--- src/hdl/mode_irq_defs.svh ---
// constants for the mode map and interrupt vectoring block
`ifndef MODE_IRQ_DEFS_SVH
`define MODE_IRQ_DEFS_SVH
// ==================================================
// apb register offsets
`define A_MODE     12'h000
`define A_CTRL     12'h004
`define A_EN       12'h008
`define A_STAT     12'h00c
`define MASK_RST   1'h1
`define EN_RST     5'h00
// ==================================================
// operating modes
`define M_TEST     3'h0
`define M_MRR      3'h1
`define M_MR2      3'h2
`define M_MR3      3'h3
`define M_UNDEF    3'h4
`define M_NONMULTIPLEXED_BUS     3'h5
`define M_MPD      3'h6
`define M_SINGLE   3'h7
// ==================================================
// address map
`define REG_LO     16'h0000
`define REG_HI     16'hd000
`define IOS_PAGE   8'h01
`define ROM_NIB    4'hf
`define SB_SLICE   3'h2
`define P3_DDR     5'h04
`define P4_DDR     5'h05
`define P3_DAT     5'h06
`define P4_DAT     5'h07
`define P3_CSR     5'h0f
`define VEC_NORM   16'hfff0
`define VEC_TEST   16'hbff0
// ==================================================
// vector slots, offset from the vector base in words
`define VI_RST     3'h7
`define VI_NMI     3'h6
`define VI_SWI     3'h5
`define VI_EXTERNAL_MASKABLE_REQUEST    3'h4
`define VI_ICF     3'h3
`define VI_OCF     3'h2
`define VI_TOF     3'h1
`define VI_SCI     3'h0
`define PUSH_LAST  3'h6
`endif

--- src/hdl/mode_irq_pkg.sv ---
// types for the mode map and interrupt vectoring block
package mode_irq_pkg;
  typedef struct packed {
    logic ext;
    logic is3;
    logic icf;
    logic ocf;
    logic tof;
    logic sci;
  } irq_src_t;
  typedef enum logic [1:0] {
    S_IDLE = 2'h0,
    S_PUSH = 2'h1,
    S_VHI  = 2'h3,
    S_VLO  = 2'h2
  } state_t;
endpackage : mode_irq_pkg

--- src/hdl/mode_map_irq.sv ---
// mode latch, address map decode and interrupt vectoring
// Summary of operation
// latched mode levels select modes 0-3 and 5-7 as listed
// mode 4 must not be used; its behaviour is undefined
// lowest 32 addresses decode to the internal register block
// mode 3 moves RAM and registers to D000-D0FF
// modes 0, 2, 3: port 3 and 4 addresses go external
// modes 1, 5, 6: port 3 addresses go external
// partial decode: port 4 drives address only where direction set
// mode 5: port 3/4 locations get no external select
// nonmaskable request always taken at the instruction end
// maskable requests gated by mask flag and own enable; the external request ext has no enable bit, mask flag only
// timer and serial share line two; external and strobe line one
// line one is serviced before line two
// nonmaskable request waits after reset until stack pointer load
// normal vectors at FFF0-FFFF, high byte even
// mode 0 vectors at BFF0-BFFF in the same order
// line two: capture, compare, overflow, serial by priority
// push registers, set mask, fetch vector, resume
// standby RAM at 40-5F, or D040-D05F in mode 3
// external memory enabled only while bus clock high
// reset held three bus cycles, mode set up two before; the bench holds reset for three clk cycles only
// bus clock is the input clock divided by four
// mode pins caught at reset release, readable as top bits
// from mode 0 only, writes switch to mode 5, 6 or 7
// mode 5 select strobe only for addresses 0100-01FF
// mode fixed until reset; decode uses the latched mode
// vector high byte from even address first, then low
//
// The address map and register access over APB were chosen for this implementation.
`timescale 1ns/1ns
`include "mode_irq_defs.svh"
module mode_map_irq (
  input  wire logic                   clk,
  input  wire logic                   reset,
  input  wire logic                   psel,
  input  wire logic                   penable,
  input  wire logic                   pwrite,
  input  wire logic [11:0]            paddr,
  input  wire logic [31:0]            pwdata,
  output logic      [31:0]            prdata,
  output logic                        pready,
  output logic                        pslverr,
  input  wire logic                   mode_pin2,
  input  wire logic                   mode_pin1,
  input  wire logic                   mode_pin0,
  input  wire logic                   cpu_valid,
  input  wire logic [15:0]            cpu_addr,
  input  wire logic [7:0]             p4_ddr,
  input  wire mode_irq_pkg::irq_src_t irq_src,
  input  wire logic                   nmi_n,
  input  wire logic                   swi_req,
  input  wire logic                   instr_end,
  input  wire logic                   sp_load,
  input  wire logic                   mem_ack,
  input  wire logic [7:0]             mem_rdata,
  output logic                        e_clk,
  output logic                        reg_sel,
  output logic                        ram_sel,
  output logic                        standby_sel,
  output logic                        rom_sel,
  output logic                        ext_sel,
  output logic                        io_window_select,
  output logic                        multiplexed_bus,
  output logic                        nonmultiplexed_bus,
  output logic      [7:0]             port4_addr_oe,
  output logic                        mem_req,
  output logic      [15:0]            mem_addr,
  output logic                        stack_push,
  output logic      [2:0]             push_item,
  output logic                        pc_load,
  output logic      [15:0]            new_pc,
  output logic      [2:0]             mode_out,
  output logic                        mask_flag
);
  // ==================================================
  // state
  logic [1:0]            ediv_q;
  logic                  rst_seen_q;
  logic                  cap_q;
  logic                  mode_latch_bit2;
  logic                  mode_latch_bit1;
  logic                  mode_latch_bit0;
  logic [2:0]            mode_q;
  logic                  mask_q;
  logic [4:0]            en_q;
  logic                  nmi_d1_q;
  logic                  nmi_pend_q;
  logic                  nmi_arm_q;
  mode_irq_pkg::state_t  state_q;
  mode_irq_pkg::state_t  state_d;
  logic [2:0]            vec_idx_q;
  logic [2:0]            sel_idx;
  logic                  take;
  logic [7:0]            vhi_q;
  logic [15:0]           vbase;
  logic                  acc;
  logic                  wr_mode_ok;

  assign mode_q = {mode_latch_bit2, mode_latch_bit1, mode_latch_bit0};
  assign acc    = psel & penable & pready;

  // ==================================================
  // bus clock divider
  always_ff @(posedge clk) begin
    if (reset) begin
      ediv_q <= 2'h0;
      e_clk  <= 1'h0;
    end else begin
      ediv_q <= ediv_q + 2'h1;
      e_clk  <= (ediv_q == 2'h1) | (ediv_q == 2'h2);
    end
  end

  // ==================================================
  // mode latch
  assign wr_mode_ok = acc & pwrite & (paddr == `A_MODE)
                    & (mode_q == `M_TEST)
                    & ((pwdata[7:5] == `M_NONMULTIPLEXED_BUS) | (pwdata[7:5] == `M_MPD)
                       | (pwdata[7:5] == `M_SINGLE));

  always_ff @(posedge clk) begin
    if (reset) begin
      rst_seen_q <= 1'h1;
      cap_q      <= 1'h0;
      {mode_latch_bit2, mode_latch_bit1, mode_latch_bit0} <= `M_SINGLE;
    end else begin
      rst_seen_q <= 1'h0;
      cap_q      <= rst_seen_q;
      if (rst_seen_q) begin
        {mode_latch_bit2, mode_latch_bit1, mode_latch_bit0}
          <= {mode_pin2, mode_pin1, mode_pin0};
      end else if (wr_mode_ok) begin
        {mode_latch_bit2, mode_latch_bit1, mode_latch_bit0}
          <= pwdata[7:5];
      end
    end
  end
  assign mode_out = mode_q;

  // ==================================================
  // address decode, one cycle behind cpu_addr
  logic [15:0] rbase;
  logic        in_reg;
  logic        p3a;
  logic        p4a;
  logic        p3x;
  logic        p4x;
  logic        reg_hit;
  logic        ram_hit;
  logic        rom_hit;
  logic        ios_hit;
  logic        pd_mode;

  assign rbase   = (mode_q == `M_MR3) ? `REG_HI : `REG_LO;
  assign in_reg  = cpu_addr[15:5] == rbase[15:5];
  assign p3a     = in_reg & ((cpu_addr[4:0] == `P3_DDR)
                 | (cpu_addr[4:0] == `P3_DAT)
                 | (cpu_addr[4:0] == `P3_CSR));
  assign p4a     = in_reg & ((cpu_addr[4:0] == `P4_DDR)
                 | (cpu_addr[4:0] == `P4_DAT));
  assign p4x     = (mode_q == `M_TEST) | (mode_q == `M_MR2)
                 | (mode_q == `M_MR3);
  assign pd_mode = (mode_q == `M_MRR) | (mode_q == `M_NONMULTIPLEXED_BUS)
                 | (mode_q == `M_MPD);
  assign p3x     = p4x | pd_mode;
  assign reg_hit = in_reg & ~(p3a & p3x) & ~(p4a & p4x);
  assign ram_hit = (cpu_addr[15:8] == rbase[15:8])
                 & (cpu_addr[7:6] != 2'h0);
  assign rom_hit = (cpu_addr[15:12] == `ROM_NIB)
                 & (pd_mode | (mode_q == `M_SINGLE));
  assign ios_hit = (mode_q == `M_NONMULTIPLEXED_BUS)
                 & (cpu_addr[15:8] == `IOS_PAGE);

  always_ff @(posedge clk) begin
    if (reset) begin
      reg_sel          <= 1'h0;
      ram_sel          <= 1'h0;
      standby_sel      <= 1'h0;
      rom_sel          <= 1'h0;
      ext_sel          <= 1'h0;
      io_window_select <= 1'h0;
    end else begin
      reg_sel          <= cpu_valid & reg_hit;
      ram_sel          <= cpu_valid & ram_hit;
      standby_sel      <= cpu_valid & ram_hit
                        & (cpu_addr[7:5] == `SB_SLICE);
      rom_sel          <= cpu_valid & rom_hit;
      io_window_select <= cpu_valid & ios_hit;
      if (mode_q == `M_SINGLE) begin
        ext_sel <= 1'h0;
      end else if (mode_q == `M_NONMULTIPLEXED_BUS) begin
        ext_sel <= cpu_valid & ios_hit;
      end else begin
        ext_sel <= cpu_valid & ~reg_hit & ~ram_hit & ~rom_hit;
      end
    end
  end

  always_ff @(posedge clk) begin
    if (reset) begin
      multiplexed_bus    <= 1'h0;
      nonmultiplexed_bus <= 1'h0;
      port4_addr_oe      <= 8'h00;
    end else begin
      multiplexed_bus    <= p4x | (mode_q == `M_MRR) | (mode_q == `M_MPD);
      nonmultiplexed_bus <= mode_q == `M_NONMULTIPLEXED_BUS;
      if (pd_mode) begin
        port4_addr_oe <= p4_ddr;
      end else if (p4x) begin
        port4_addr_oe <= 8'hff;
      end else begin
        port4_addr_oe <= 8'h00;
      end
    end
  end

  // ==================================================
  // request capture and arbitration
  logic line1;
  logic line2;
  logic mnmi;

  assign line1 = irq_src.ext | (irq_src.is3 & en_q[4]);
  assign line2 = (irq_src.icf & en_q[3]) | (irq_src.ocf & en_q[2])
               | (irq_src.tof & en_q[1]) | (irq_src.sci & en_q[0]);
  assign mnmi  = nmi_pend_q & nmi_arm_q;
  assign take  = (state_q == mode_irq_pkg::S_IDLE) & instr_end
               & (mnmi | swi_req | (~mask_q & (line1 | line2)));

  always_comb begin
    if (mnmi) begin
      sel_idx = `VI_NMI;
    end else if (swi_req) begin
      sel_idx = `VI_SWI;
    end else if (line1) begin
      sel_idx = `VI_EXTERNAL_MASKABLE_REQUEST;
    end else if (irq_src.icf & en_q[3]) begin
      sel_idx = `VI_ICF;
    end else if (irq_src.ocf & en_q[2]) begin
      sel_idx = `VI_OCF;
    end else if (irq_src.tof & en_q[1]) begin
      sel_idx = `VI_TOF;
    end else begin
      sel_idx = `VI_SCI;
    end
  end

  always_ff @(posedge clk) begin
    if (reset) begin
      nmi_d1_q   <= 1'h1;
      nmi_pend_q <= 1'h0;
      nmi_arm_q  <= 1'h0;
    end else begin
      nmi_d1_q   <= nmi_n;
      nmi_arm_q  <= nmi_arm_q | sp_load;
      nmi_pend_q <= (nmi_d1_q & ~nmi_n)
                  | (nmi_pend_q & ~(take & mnmi));
    end
  end

  // ==================================================
  // interrupt sequencer
  assign vbase = (mode_q == `M_TEST) ? `VEC_TEST : `VEC_NORM;

  always_comb begin
    state_d = state_q;
    case (state_q)
      mode_irq_pkg::S_IDLE: begin
        if (cap_q) begin
          state_d = mode_irq_pkg::S_VHI;
        end else if (take) begin
          state_d = mode_irq_pkg::S_PUSH;
        end
      end
      mode_irq_pkg::S_PUSH: begin
        if (mem_ack & (push_item == `PUSH_LAST)) begin
          state_d = mode_irq_pkg::S_VHI;
        end
      end
      mode_irq_pkg::S_VHI: begin
        if (mem_ack) begin
          state_d = mode_irq_pkg::S_VLO;
        end
      end
      mode_irq_pkg::S_VLO: begin
        if (mem_ack) begin
          state_d = mode_irq_pkg::S_IDLE;
        end
      end
      default: state_d = mode_irq_pkg::S_IDLE;
    endcase
  end

  always_ff @(posedge clk) begin
    if (reset) begin
      state_q   <= mode_irq_pkg::S_IDLE;
      vec_idx_q <= `VI_RST;
      vhi_q     <= 8'h00;
      push_item <= 3'h0;
    end else begin
      state_q <= state_d;
      if (cap_q) begin
        vec_idx_q <= `VI_RST;
      end else if (take) begin
        vec_idx_q <= sel_idx;
      end
      if (take) begin
        push_item <= 3'h0;
      end else if (mem_ack & (state_q == mode_irq_pkg::S_PUSH)) begin
        push_item <= push_item + 3'h1;
      end
      if (mem_ack & (state_q == mode_irq_pkg::S_VHI)) begin
        vhi_q <= mem_rdata;
      end
    end
  end

  always_ff @(posedge clk) begin
    if (reset) begin
      mem_req    <= 1'h0;
      mem_addr   <= 16'h0000;
      stack_push <= 1'h0;
      pc_load    <= 1'h0;
      new_pc     <= 16'h0000;
    end else begin
      mem_req    <= state_d != mode_irq_pkg::S_IDLE;
      stack_push <= state_d == mode_irq_pkg::S_PUSH;
      pc_load    <= (state_q == mode_irq_pkg::S_VLO) & mem_ack;
      if (state_d == mode_irq_pkg::S_VHI) begin
        mem_addr <= vbase | {12'h000, (cap_q ? `VI_RST : vec_idx_q),
                             1'h0};
      end else if (state_d == mode_irq_pkg::S_VLO) begin
        mem_addr <= vbase | {12'h000, vec_idx_q, 1'h1};
      end
      if ((state_q == mode_irq_pkg::S_VLO) & mem_ack) begin
        new_pc <= {vhi_q, mem_rdata};
      end
    end
  end

  // ==================================================
  // apb slave: one wait state, answer at the second access cycle
  logic hit;
  assign hit = (paddr == `A_MODE) | (paddr == `A_CTRL)
             | (paddr == `A_EN) | (paddr == `A_STAT);

  always_ff @(posedge clk) begin
    if (reset) begin
      pready  <= 1'h0;
      pslverr <= 1'h0;
      prdata  <= 32'h0000_0000;
    end else begin
      pready  <= psel & penable & ~pready;
      pslverr <= psel & penable & ~pready & ~hit;
      case (paddr)
        `A_MODE: prdata <= {24'h00_0000, mode_q, 5'h00};
        `A_CTRL: prdata <= {31'h0000_0000, mask_q};
        `A_EN:   prdata <= {27'h000_0000, en_q};
        `A_STAT: prdata <= {20'h0_0000, state_q, nmi_arm_q, nmi_pend_q,
                            line1, line2, vec_idx_q, 3'h0};
        default: prdata <= 32'h0000_0000;
      endcase
    end
  end

  always_ff @(posedge clk) begin
    if (reset) begin
      mask_q <= `MASK_RST;
      en_q   <= `EN_RST;
    end else begin
      if ((state_q == mode_irq_pkg::S_PUSH) & (state_d != state_q)) begin
        mask_q <= 1'h1;
      end else if (acc & pwrite & (paddr == `A_CTRL)) begin
        mask_q <= pwdata[0];
      end
      if (acc & pwrite & (paddr == `A_EN)) begin
        en_q <= pwdata[4:0];
      end
    end
  end
  assign mask_flag = mask_q;
endmodule : mode_map_irq

--- config.mk ---
export PLATFORM = sky130hd
export DESIGN_NAME = mode_map_irq
export DESIGN_NICKNAME = d
export VERILOG_FILES = /design/src/hdl/mode_irq_pkg.sv /design/src/hdl/mode_map_irq.sv
export VERILOG_INCLUDE_DIRS = /design/src /design/src/hdl
export SDC_FILE = /design/constraint.sdc
export NUM_CORES = 1
export LEC_CHECK = 0
export BUFFER_PORTS_ARGS = -buffer_cell sky130_fd_sc_hd__buf_2
export CORE_UTILIZATION = 46
export CTS_CLUSTER_DIAMETER = 30
export CTS_CLUSTER_SIZE = 24
export DETAILED_ROUTE_END_ITERATION = 16
export PLACE_DENSITY_LB_ADDON = 0.2
export SLEW_MARGIN = 0
export SYNTH_ARGS = -nofsm -noshare
export SYNTH_HDL_FRONTEND = slang
export SYNTH_SLANG_ARGS = --single-unit
--- constraint.sdc ---
create_clock -name clk -period 2.1 [get_ports clk]
set_input_delay 0 -clock clk [delete_from_list [all_inputs] [get_ports clk]]
set_output_delay 0 -clock clk [all_outputs]
set_load 0.005 [all_outputs]
==> summary.md, run 1 <==
| Metric | Value |
|---|---|
| Crit start category | primary input |
| Fin crit period | 1.95 ns |
| CTS tree | yes |
| Met2 usage | 37.2% |
| Syn Area/Cell | 8.82 um^2 |
| Met3 usage | 6.38% |
| Prevailing post-synth register cell | dfxtp_1 |
| Detail Route Antenna Nets | 0 |
| Via count | 3,493 |
| Vias in the first global route | 3,250 |
| Leakage | 2.38 nW |
| Synth Register Bits | 87 |
| Post-Route WL | 9150 um |
| CTS root buffer | clkbuf_8 |
| Post-synth EDFFs | 0 |
| DR DRC count | 0 |
| Worst clock skew | 0.0106 ns |
| WL per Instance | 12.9 um |
| P per Cell Area | 721 nW/um^2 |
| Worst Hold End | port4_addr_oe[0] |
| Synth top cells by count | 87 x dfxtp_1, 57 x nand2_1, 45 x nor2_1 |
| M1 GR Usage | 27.3% |
| CTS Buffer Depth | 2 |
| Global route overflow | 0 |
| Total power | 3.68 mW |
| YS warnings | 0 |
| Beginning of the worst hold path | reset |
| Initial Util | 48.0% |
| MaxCap Viol Count | 0 |
| DRT iter0 DRCs | 140 |
| Hold depth | 2 |
| WP data required | 2.40 ns |
| Via density | 4.93 |
| Ratio of cells with drive above 1 in the final layout | 30.7% |
| Gr usage total | 22.2% |
| Synthesized area | 3730 um^2 |
| Hpwl dp | 6210 um |
| Relative slew margins | 59.7% |
| Row count | 32 |
| DIE HEIGHT | 92.1 um |
| Cell taking the most area after synthesis | dfxtp_1 |
| Run status | complete, no violations |
| FF-to-FF path depth | 6 |
| Worst-Margin Slew | 0.604 ns |
| Global-route wire length before repair | 15,000 um |
| Core area | 7770 um^2 |
| FF-to-FF End | io_window_select |
| Number of buffers created by CTS | 9 |
| Antenna violations before repair | 0 |
| Synth cell types | 56 |
| Die X-Extent | 92.1 um |
| # setup viols final | 0 |
| Synth area leaders | dfxtp_1 47%, buf_4 6.8%, nand2_1 5.7%, a21oi_1 5.2%, mux2i_1 5.1% |
| Slew Viols, Final | 0 |
| Io pins | 189 |
| Synth top area share | 46.7% |
| VDD IR-drop max | 0.373 mV |
| ANT cells | 0 |
| H-tree Lvls | 3 |
| Crit. End Element | flip-flop |
| Count leader, synth | dfxtp_1 |
| Mapped Cells | 423 |
| IO buf count | 144 |
| Worst-Skew Late Latency | 0.35 ns |
| Clock transition at the registers of the reported paths | 0.09 ns |
| Worst-path fanout max | 5 |
| Sequential area share after synthesis | 46.7% |
| Layout area overhead | 37.0% |
| Worst R2R Start | mode_latch_bit0 |
| Top Usage Layer GRT | met2 |
| Largest net degree at the start of global routing | 48 |
| Worst hold path class | primary input to flip-flop |
| Die footprint | 8480 um^2 |
| WP data arrival | 2.25 ns |
| GP Congestion | 0.844 |
| Critical path class | primary input to flip-flop |
| Postcts setup bufs | 0 |
| Hold Vio Cnt, Final | 0 |
| Final worst-path cycle share | 92.9% |
| Drt pass-1 iters | 4 |
| CTS sink cnt | 87 |
| Max Fclk | 513 MHz |
| Post-synth ARST share | 0% |
| Layout fillers | 643 |
| RSZ-0062 raised after global routing | no |
| Layout Nets | 699 |
| R2R Setup Slk | 0.16 ns |
| Setup TNS Final | 0 ns |
-- worst max path at each step --
| stage | slack [ns] | startpoint | to |
|---|---|---|---|
| 4_1_cts | 0.06 | mode_latch_bit0 | io_window_select |
| 5_1_grt | 0.01 | mode_latch_bit0 | io_window_select |
| 3_3_place_gp | 0.40 | push_item[0] | mem_addr[3] |
| 3_5_place_dp | 0.33 | push_item[0] | mem_addr[2] |
| 2_1_floorplan | 0.48 | push_item[0] | mem_addr[14] |
| 6_report | 0.15 | cpu_valid | standby_sel |
-- area by class of cell --
cell class | instances | area (um^2) | area share [%]
well taps | 102 | 128 | 2.50
flip-flops and latches | 87 | 1740 | 34.1
clock buffers | 10 | 138 | 2.69
repair buffers | 201 | 1270 | 24.8
multi-input cells | 294 | 1690 | 33.1
inverters | 8 | 30.0 | 0.588
clock inverters | 6 | 116 | 2.28
-- cells in the final DEF (no fill, tap or decap), types with 7 or more instances in the layout --
master         count
buf_2            144
inv_1              7
conb_1            20
nor2_1            45
mux2i_1           19
nor3_1            14
a21oi_1           39
a211oi_1           9
buf_4             10
dlygate4sd3_1     47
nand2_1           57
dfxtp_1           86
clkbuf_8          10
nand3_1            9
-- power breakdown --
part | total (mW) | leakage, nW | switching, mW | internal (mW)
combinational | 0.477 | 1.54 | 0.230 | 0.247
sequential | 1.76 | 0.708 | 0.0506 | 1.71
clock | 1.45 | 0.127 | 0.614 | 0.831
total | 3.68 | 2.38 | 0.894 | 2.79
-- cell families after synthesis --
group                      count (synthesis)  share of synthesized area (%)
buffers and inverters                     61                           9.93
other                                      1                          0.101
adders and majority gates                  2                          0.671
AOI/OAI and AO/OA                         71                           12.4
DFF                                       87                           46.7
and+or+nand+nor                          176                           23.5
xor gates and xnor gates                   3                          0.704
muxes                                     22                           6.00
-- what timing repair did --
action | CTS | global route
setup endpoints to repair | 0 | 1
endpoints found under the hold margin | 46 | 0
hold buffers | 47 | 0
gates resized for setup | 0 | 1
-- stage by stage --
stage               util [%]  worst slack [ns]  hold slack, ns  cell area, um^2  std cells
floorplan                  -             0.477          0.0277             3800        442
global placement        56.5             0.400           0.210             4390        645
detailed placement      56.5             0.333           0.213             4390        645
CTS                     65.8            0.0600        0.000563             5110        708
global route            65.8            0.0119          0.0432             5110        708
finish                  65.8             0.149          0.0395             5110        708
-- critical path, stage by stage --
cell and delay, ns:
dlygate4sd3_1 0.52, buf_2 0.11, nand2b_1 0.13, nor3_1 0.19
nand2_1 0.10, dlygate4sd3_1 0.58, nor2_1 0.09, dlygate4sd3_1 0.55
-- flip-flops by register name, summed over array words and instances (netlist names), 2 cells and up --
signal         count
vhi_q              8
vec_idx_q          3
port4_addr_oe      8
new_pc            16
prdata            12
mem_addr           6
push_item          3
state_q            2
en_q               5
-- metal layers --
layer	vias up	wire length, um
met5	-	0
met4	0	141
met3	11	574
met2	121	4390
met1	1610	4040
li1	1751	-
Power figures use the tool's default switching activity.
==> inputs of run 2 (changes only) <==
--- a/config.mk
+++ b/config.mk
@@ -7,7 +7,7 @@
 export NUM_CORES = 1
 export LEC_CHECK = 0
 export BUFFER_PORTS_ARGS = -buffer_cell sky130_fd_sc_hd__buf_2
-export CORE_UTILIZATION = 46
+export CORE_UTILIZATION = 30
 export CTS_CLUSTER_DIAMETER = 30
 export CTS_CLUSTER_SIZE = 24
 export DETAILED_ROUTE_END_ITERATION = 16
==> summary.md, run 2 (synthesis results as in run 1) <==
| Metric | Value |
|---|---|
| Post-Route WL | 9650 um (was 9150 um) |
| Total power | 3.87 mW (was 3.68 mW) |
| CTS Buffer Depth | 2 (unchanged) |
| Largest registers | new_pc: 16 flops, prdata: 12 flops (unchanged) |
| GP Congestion | 0.765 (was 0.844) |
| R2R Setup Slk | 0.13 ns (was 0.16 ns) |
| Die footprint | 12,900 um^2 (was 8480 um^2) |
| Worst clock skew | 0.00468 ns (was 0.0106 ns) |
| Antenna violations before repair | 0 (unchanged) |
| Worst-path fanout max | 8 (was 5) |
| Worst-Margin Slew | 0.657 ns (was 0.604 ns) |
| Via count | 3,505 (was 3,493) |
| Setup ws final | 0.125 ns (was 0.149 ns) |
| MaxCap Viol Count | 0 (unchanged) |
| Hold Vio Cnt, Final | 0 (unchanged) |
| Crit. End Element | flip-flop (unchanged) |
| Hold depth | 4 (was 2) |
| CTS root buffer | clkbuf_16 (was clkbuf_8) |
| WP data arrival | 2.26 ns (was 2.25 ns) |
| Commonest non-fill, non-tap cell in the layout | buf_2 (unchanged) |
| ANT cells | 0 (unchanged) |
| P per Cell Area | 742 nW/um^2 (was 721 nW/um^2) |
| DR DRC count | 0 (unchanged) |
| Global-route wire length before repair | 15,300 um (was 15,000 um) |
| H-tree Lvls | 3 (unchanged) |
| Commonest cells after routing, fill and taps aside | 144 x buf_2, 87 x dfxtp_1, 57 x nand2_1, 45 x nor2_1, 42 x dlygate4sd3_1 (was 144 x buf_2, 86 x dfxtp_1, 57 x nand2_1, 47 x dlygate4sd3_1, 45 x nor2_1) |
| Setup TNS Final | 0 ns (unchanged) |
| Hpwl dp | 6950 um (was 6210 um) |
| Leakage | 2.37 nW (was 2.38 nW) |
| RSZ-0062 raised after global routing | no (unchanged) |
| Ratio of cells with drive above 1 in the final layout | 31.3% (was 30.7%) |
| CTS sink cnt | 87 (unchanged) |
| Run status | complete, no violations (unchanged) |
| FF-to-FF End | mode_latch_bit1 (was io_window_select) |
| Fin crit period | 1.97 ns (was 1.95 ns) |
| Pre-CTS WS | 0.371 ns (was 0.333 ns) |
| Crit start category | flip-flop (was primary input) |
| Die X-Extent | 114 um (was 92.1 um) |
| FF-to-FF path depth | 5 (was 6) |
| Worst-Skew Late Latency | 0.34 ns (was 0.35 ns) |
| Layout area overhead | 39.9% (was 37.0%) |
| Max Fclk | 506 MHz (was 513 MHz) |
| Worst hold path class | primary input to flip-flop (unchanged) |
| Global route overflow | 0 (unchanged) |
| DRT iter0 DRCs | 141 (was 140) |
| Critical path class | flip-flop to flip-flop (was primary input to flip-flop) |
| Vias in the first global route | 3,309 (was 3,250) |
| Layout fillers | 1,199 (was 643) |
| Max reg flops | 16 (unchanged) |
| VDD IR-drop max | 0.517 mV (was 0.373 mV) |
| Io pins | 189 (unchanged) |
| Final core occ | 43.3% (was 65.8%) |
| Number of buffers created by CTS | 9 (unchanged) |
| WP data required | 2.39 ns (was 2.40 ns) |
| Worst R2R Start | mode_latch_bit0 (unchanged) |
| IO buf count | 144 (unchanged) |
| Core area | 12,100 um^2 (was 7770 um^2) |
| Gr usage total | 15.2% (was 22.2%) |
| Detail Route Antenna Nets | 0 (unchanged) |
| Worst Hold End | standby_sel (was port4_addr_oe[0]) |
| Largest net degree at the start of global routing | 27 (was 48) |
| Clock transition at the registers of the reported paths | 0.06 ns (was 0.09 ns) |
| Slew Viols, Final | 0 (unchanged) |
| Largest Register | new_pc (unchanged) |
| Beginning of the worst hold path | cpu_addr[8] (was reset) |
| Drt pass-1 iters | 4 (unchanged) |
| Initial Util | 30.9% (was 48.0%) |
| Postcts setup bufs | 0 (unchanged) |
| Relative slew margins | 56.1% (was 59.7%) |
| Row count | 40 (was 32) |
| WL per Instance | 12.5 um (was 12.9 um) |
| Final worst-path cycle share | 94.0% (was 92.9%) |
| # setup viols final | 0 (unchanged) |
| CTS tree | yes (unchanged) |
| Layout Nets | 696 (was 699) |
| Via density | 4.55 (was 4.93) |
| DIE HEIGHT | 114 um (was 92.1 um) |
## run 2: changes by cell type in the layout (fill, tap and decap cells not counted), moves of 2 or more
cell / before / now
clkbuf_8: 10 / 1
clkbuf_16: 0 / 9
clkinvlp_4: 0 / 4
buf_4: 10 / 12
bufinv_16: 3 / 1
dlygate4sd3_1: 47 / 42
clkinv_4: 2 / 0
## run 2: critical path, stage by stage (launching register included)
cell and delay (ns):
dfxtp_1 0.33, buf_4 0.17, or3_1 0.44, nor3_2 0.27, a211o_1 0.17, dlygate4sd3_1 0.54
## run 2: layer usage
metal / global-route usage [%] / up-vias / part of all wire [%]
met5: 0 / - / 0
met4: 5.96 / 0 / 1.6
met3: 4.73 / 13 / 5.4
met2: 25.7 / 107 / 48
met1: 17.9 / 1637 / 45
li1: - / 1748 / -
## run 2: final cells by class
cell class	count	area, um^2	share of cell area [%]
flip-flops and latches	87	1740	33.4
clock inverters	6	68.8	1.32
inverters	8	30.0	0.575
clock buffers	10	239	4.58
repair buffers	198	1230	23.6
well taps	168	210	4.03
multi-input cells	294	1700	32.5
## run 2: worst max-delay path by stage
stage                    start         endpoint  slack, ns  depth (start not counted)
4_1_cts        mode_latch_bit0  mode_latch_bit1       0.05                          5
3_5_place_dp   mode_latch_bit1          ext_sel       0.37                          5
5_1_grt        mode_latch_bit1  mode_latch_bit1       0.04                          5
6_report       mode_latch_bit0  mode_latch_bit1       0.13                          5
2_1_floorplan     push_item[0]     mem_addr[14]       0.48                          8
3_3_place_gp   mode_latch_bit1          ext_sel       0.39                          5
## run 2: report_power, final
group	total (mW)	internal [mW]	switching [mW]	leakage [nW]
combinational	0.483	0.245	0.238	1.52
sequential	1.76	1.71	0.0467	0.709
clock	1.63	0.957	0.673	0.137
## run 2: repair_timing
action | 4_1_cts | 5_1_grt
gates resized for setup | 0 | 2
hold buffers | 42 | 0
setup endpoints to repair | 0 | 3
hold endpoints to repair | 45 | 0
## run 2: per-stage QoR
step / std cells / cell area (um^2) / hold slack (ns)
global route: 771 / 5220 / 0.0364
global placement: 713 / 4480 / 0.200
finish: 771 / 5220 / 0.0209
floorplan: 442 / 3800 / 0.0277
CTS: 771 / 5210 / 0.00415
detailed placement: 713 / 4480 / 0.205
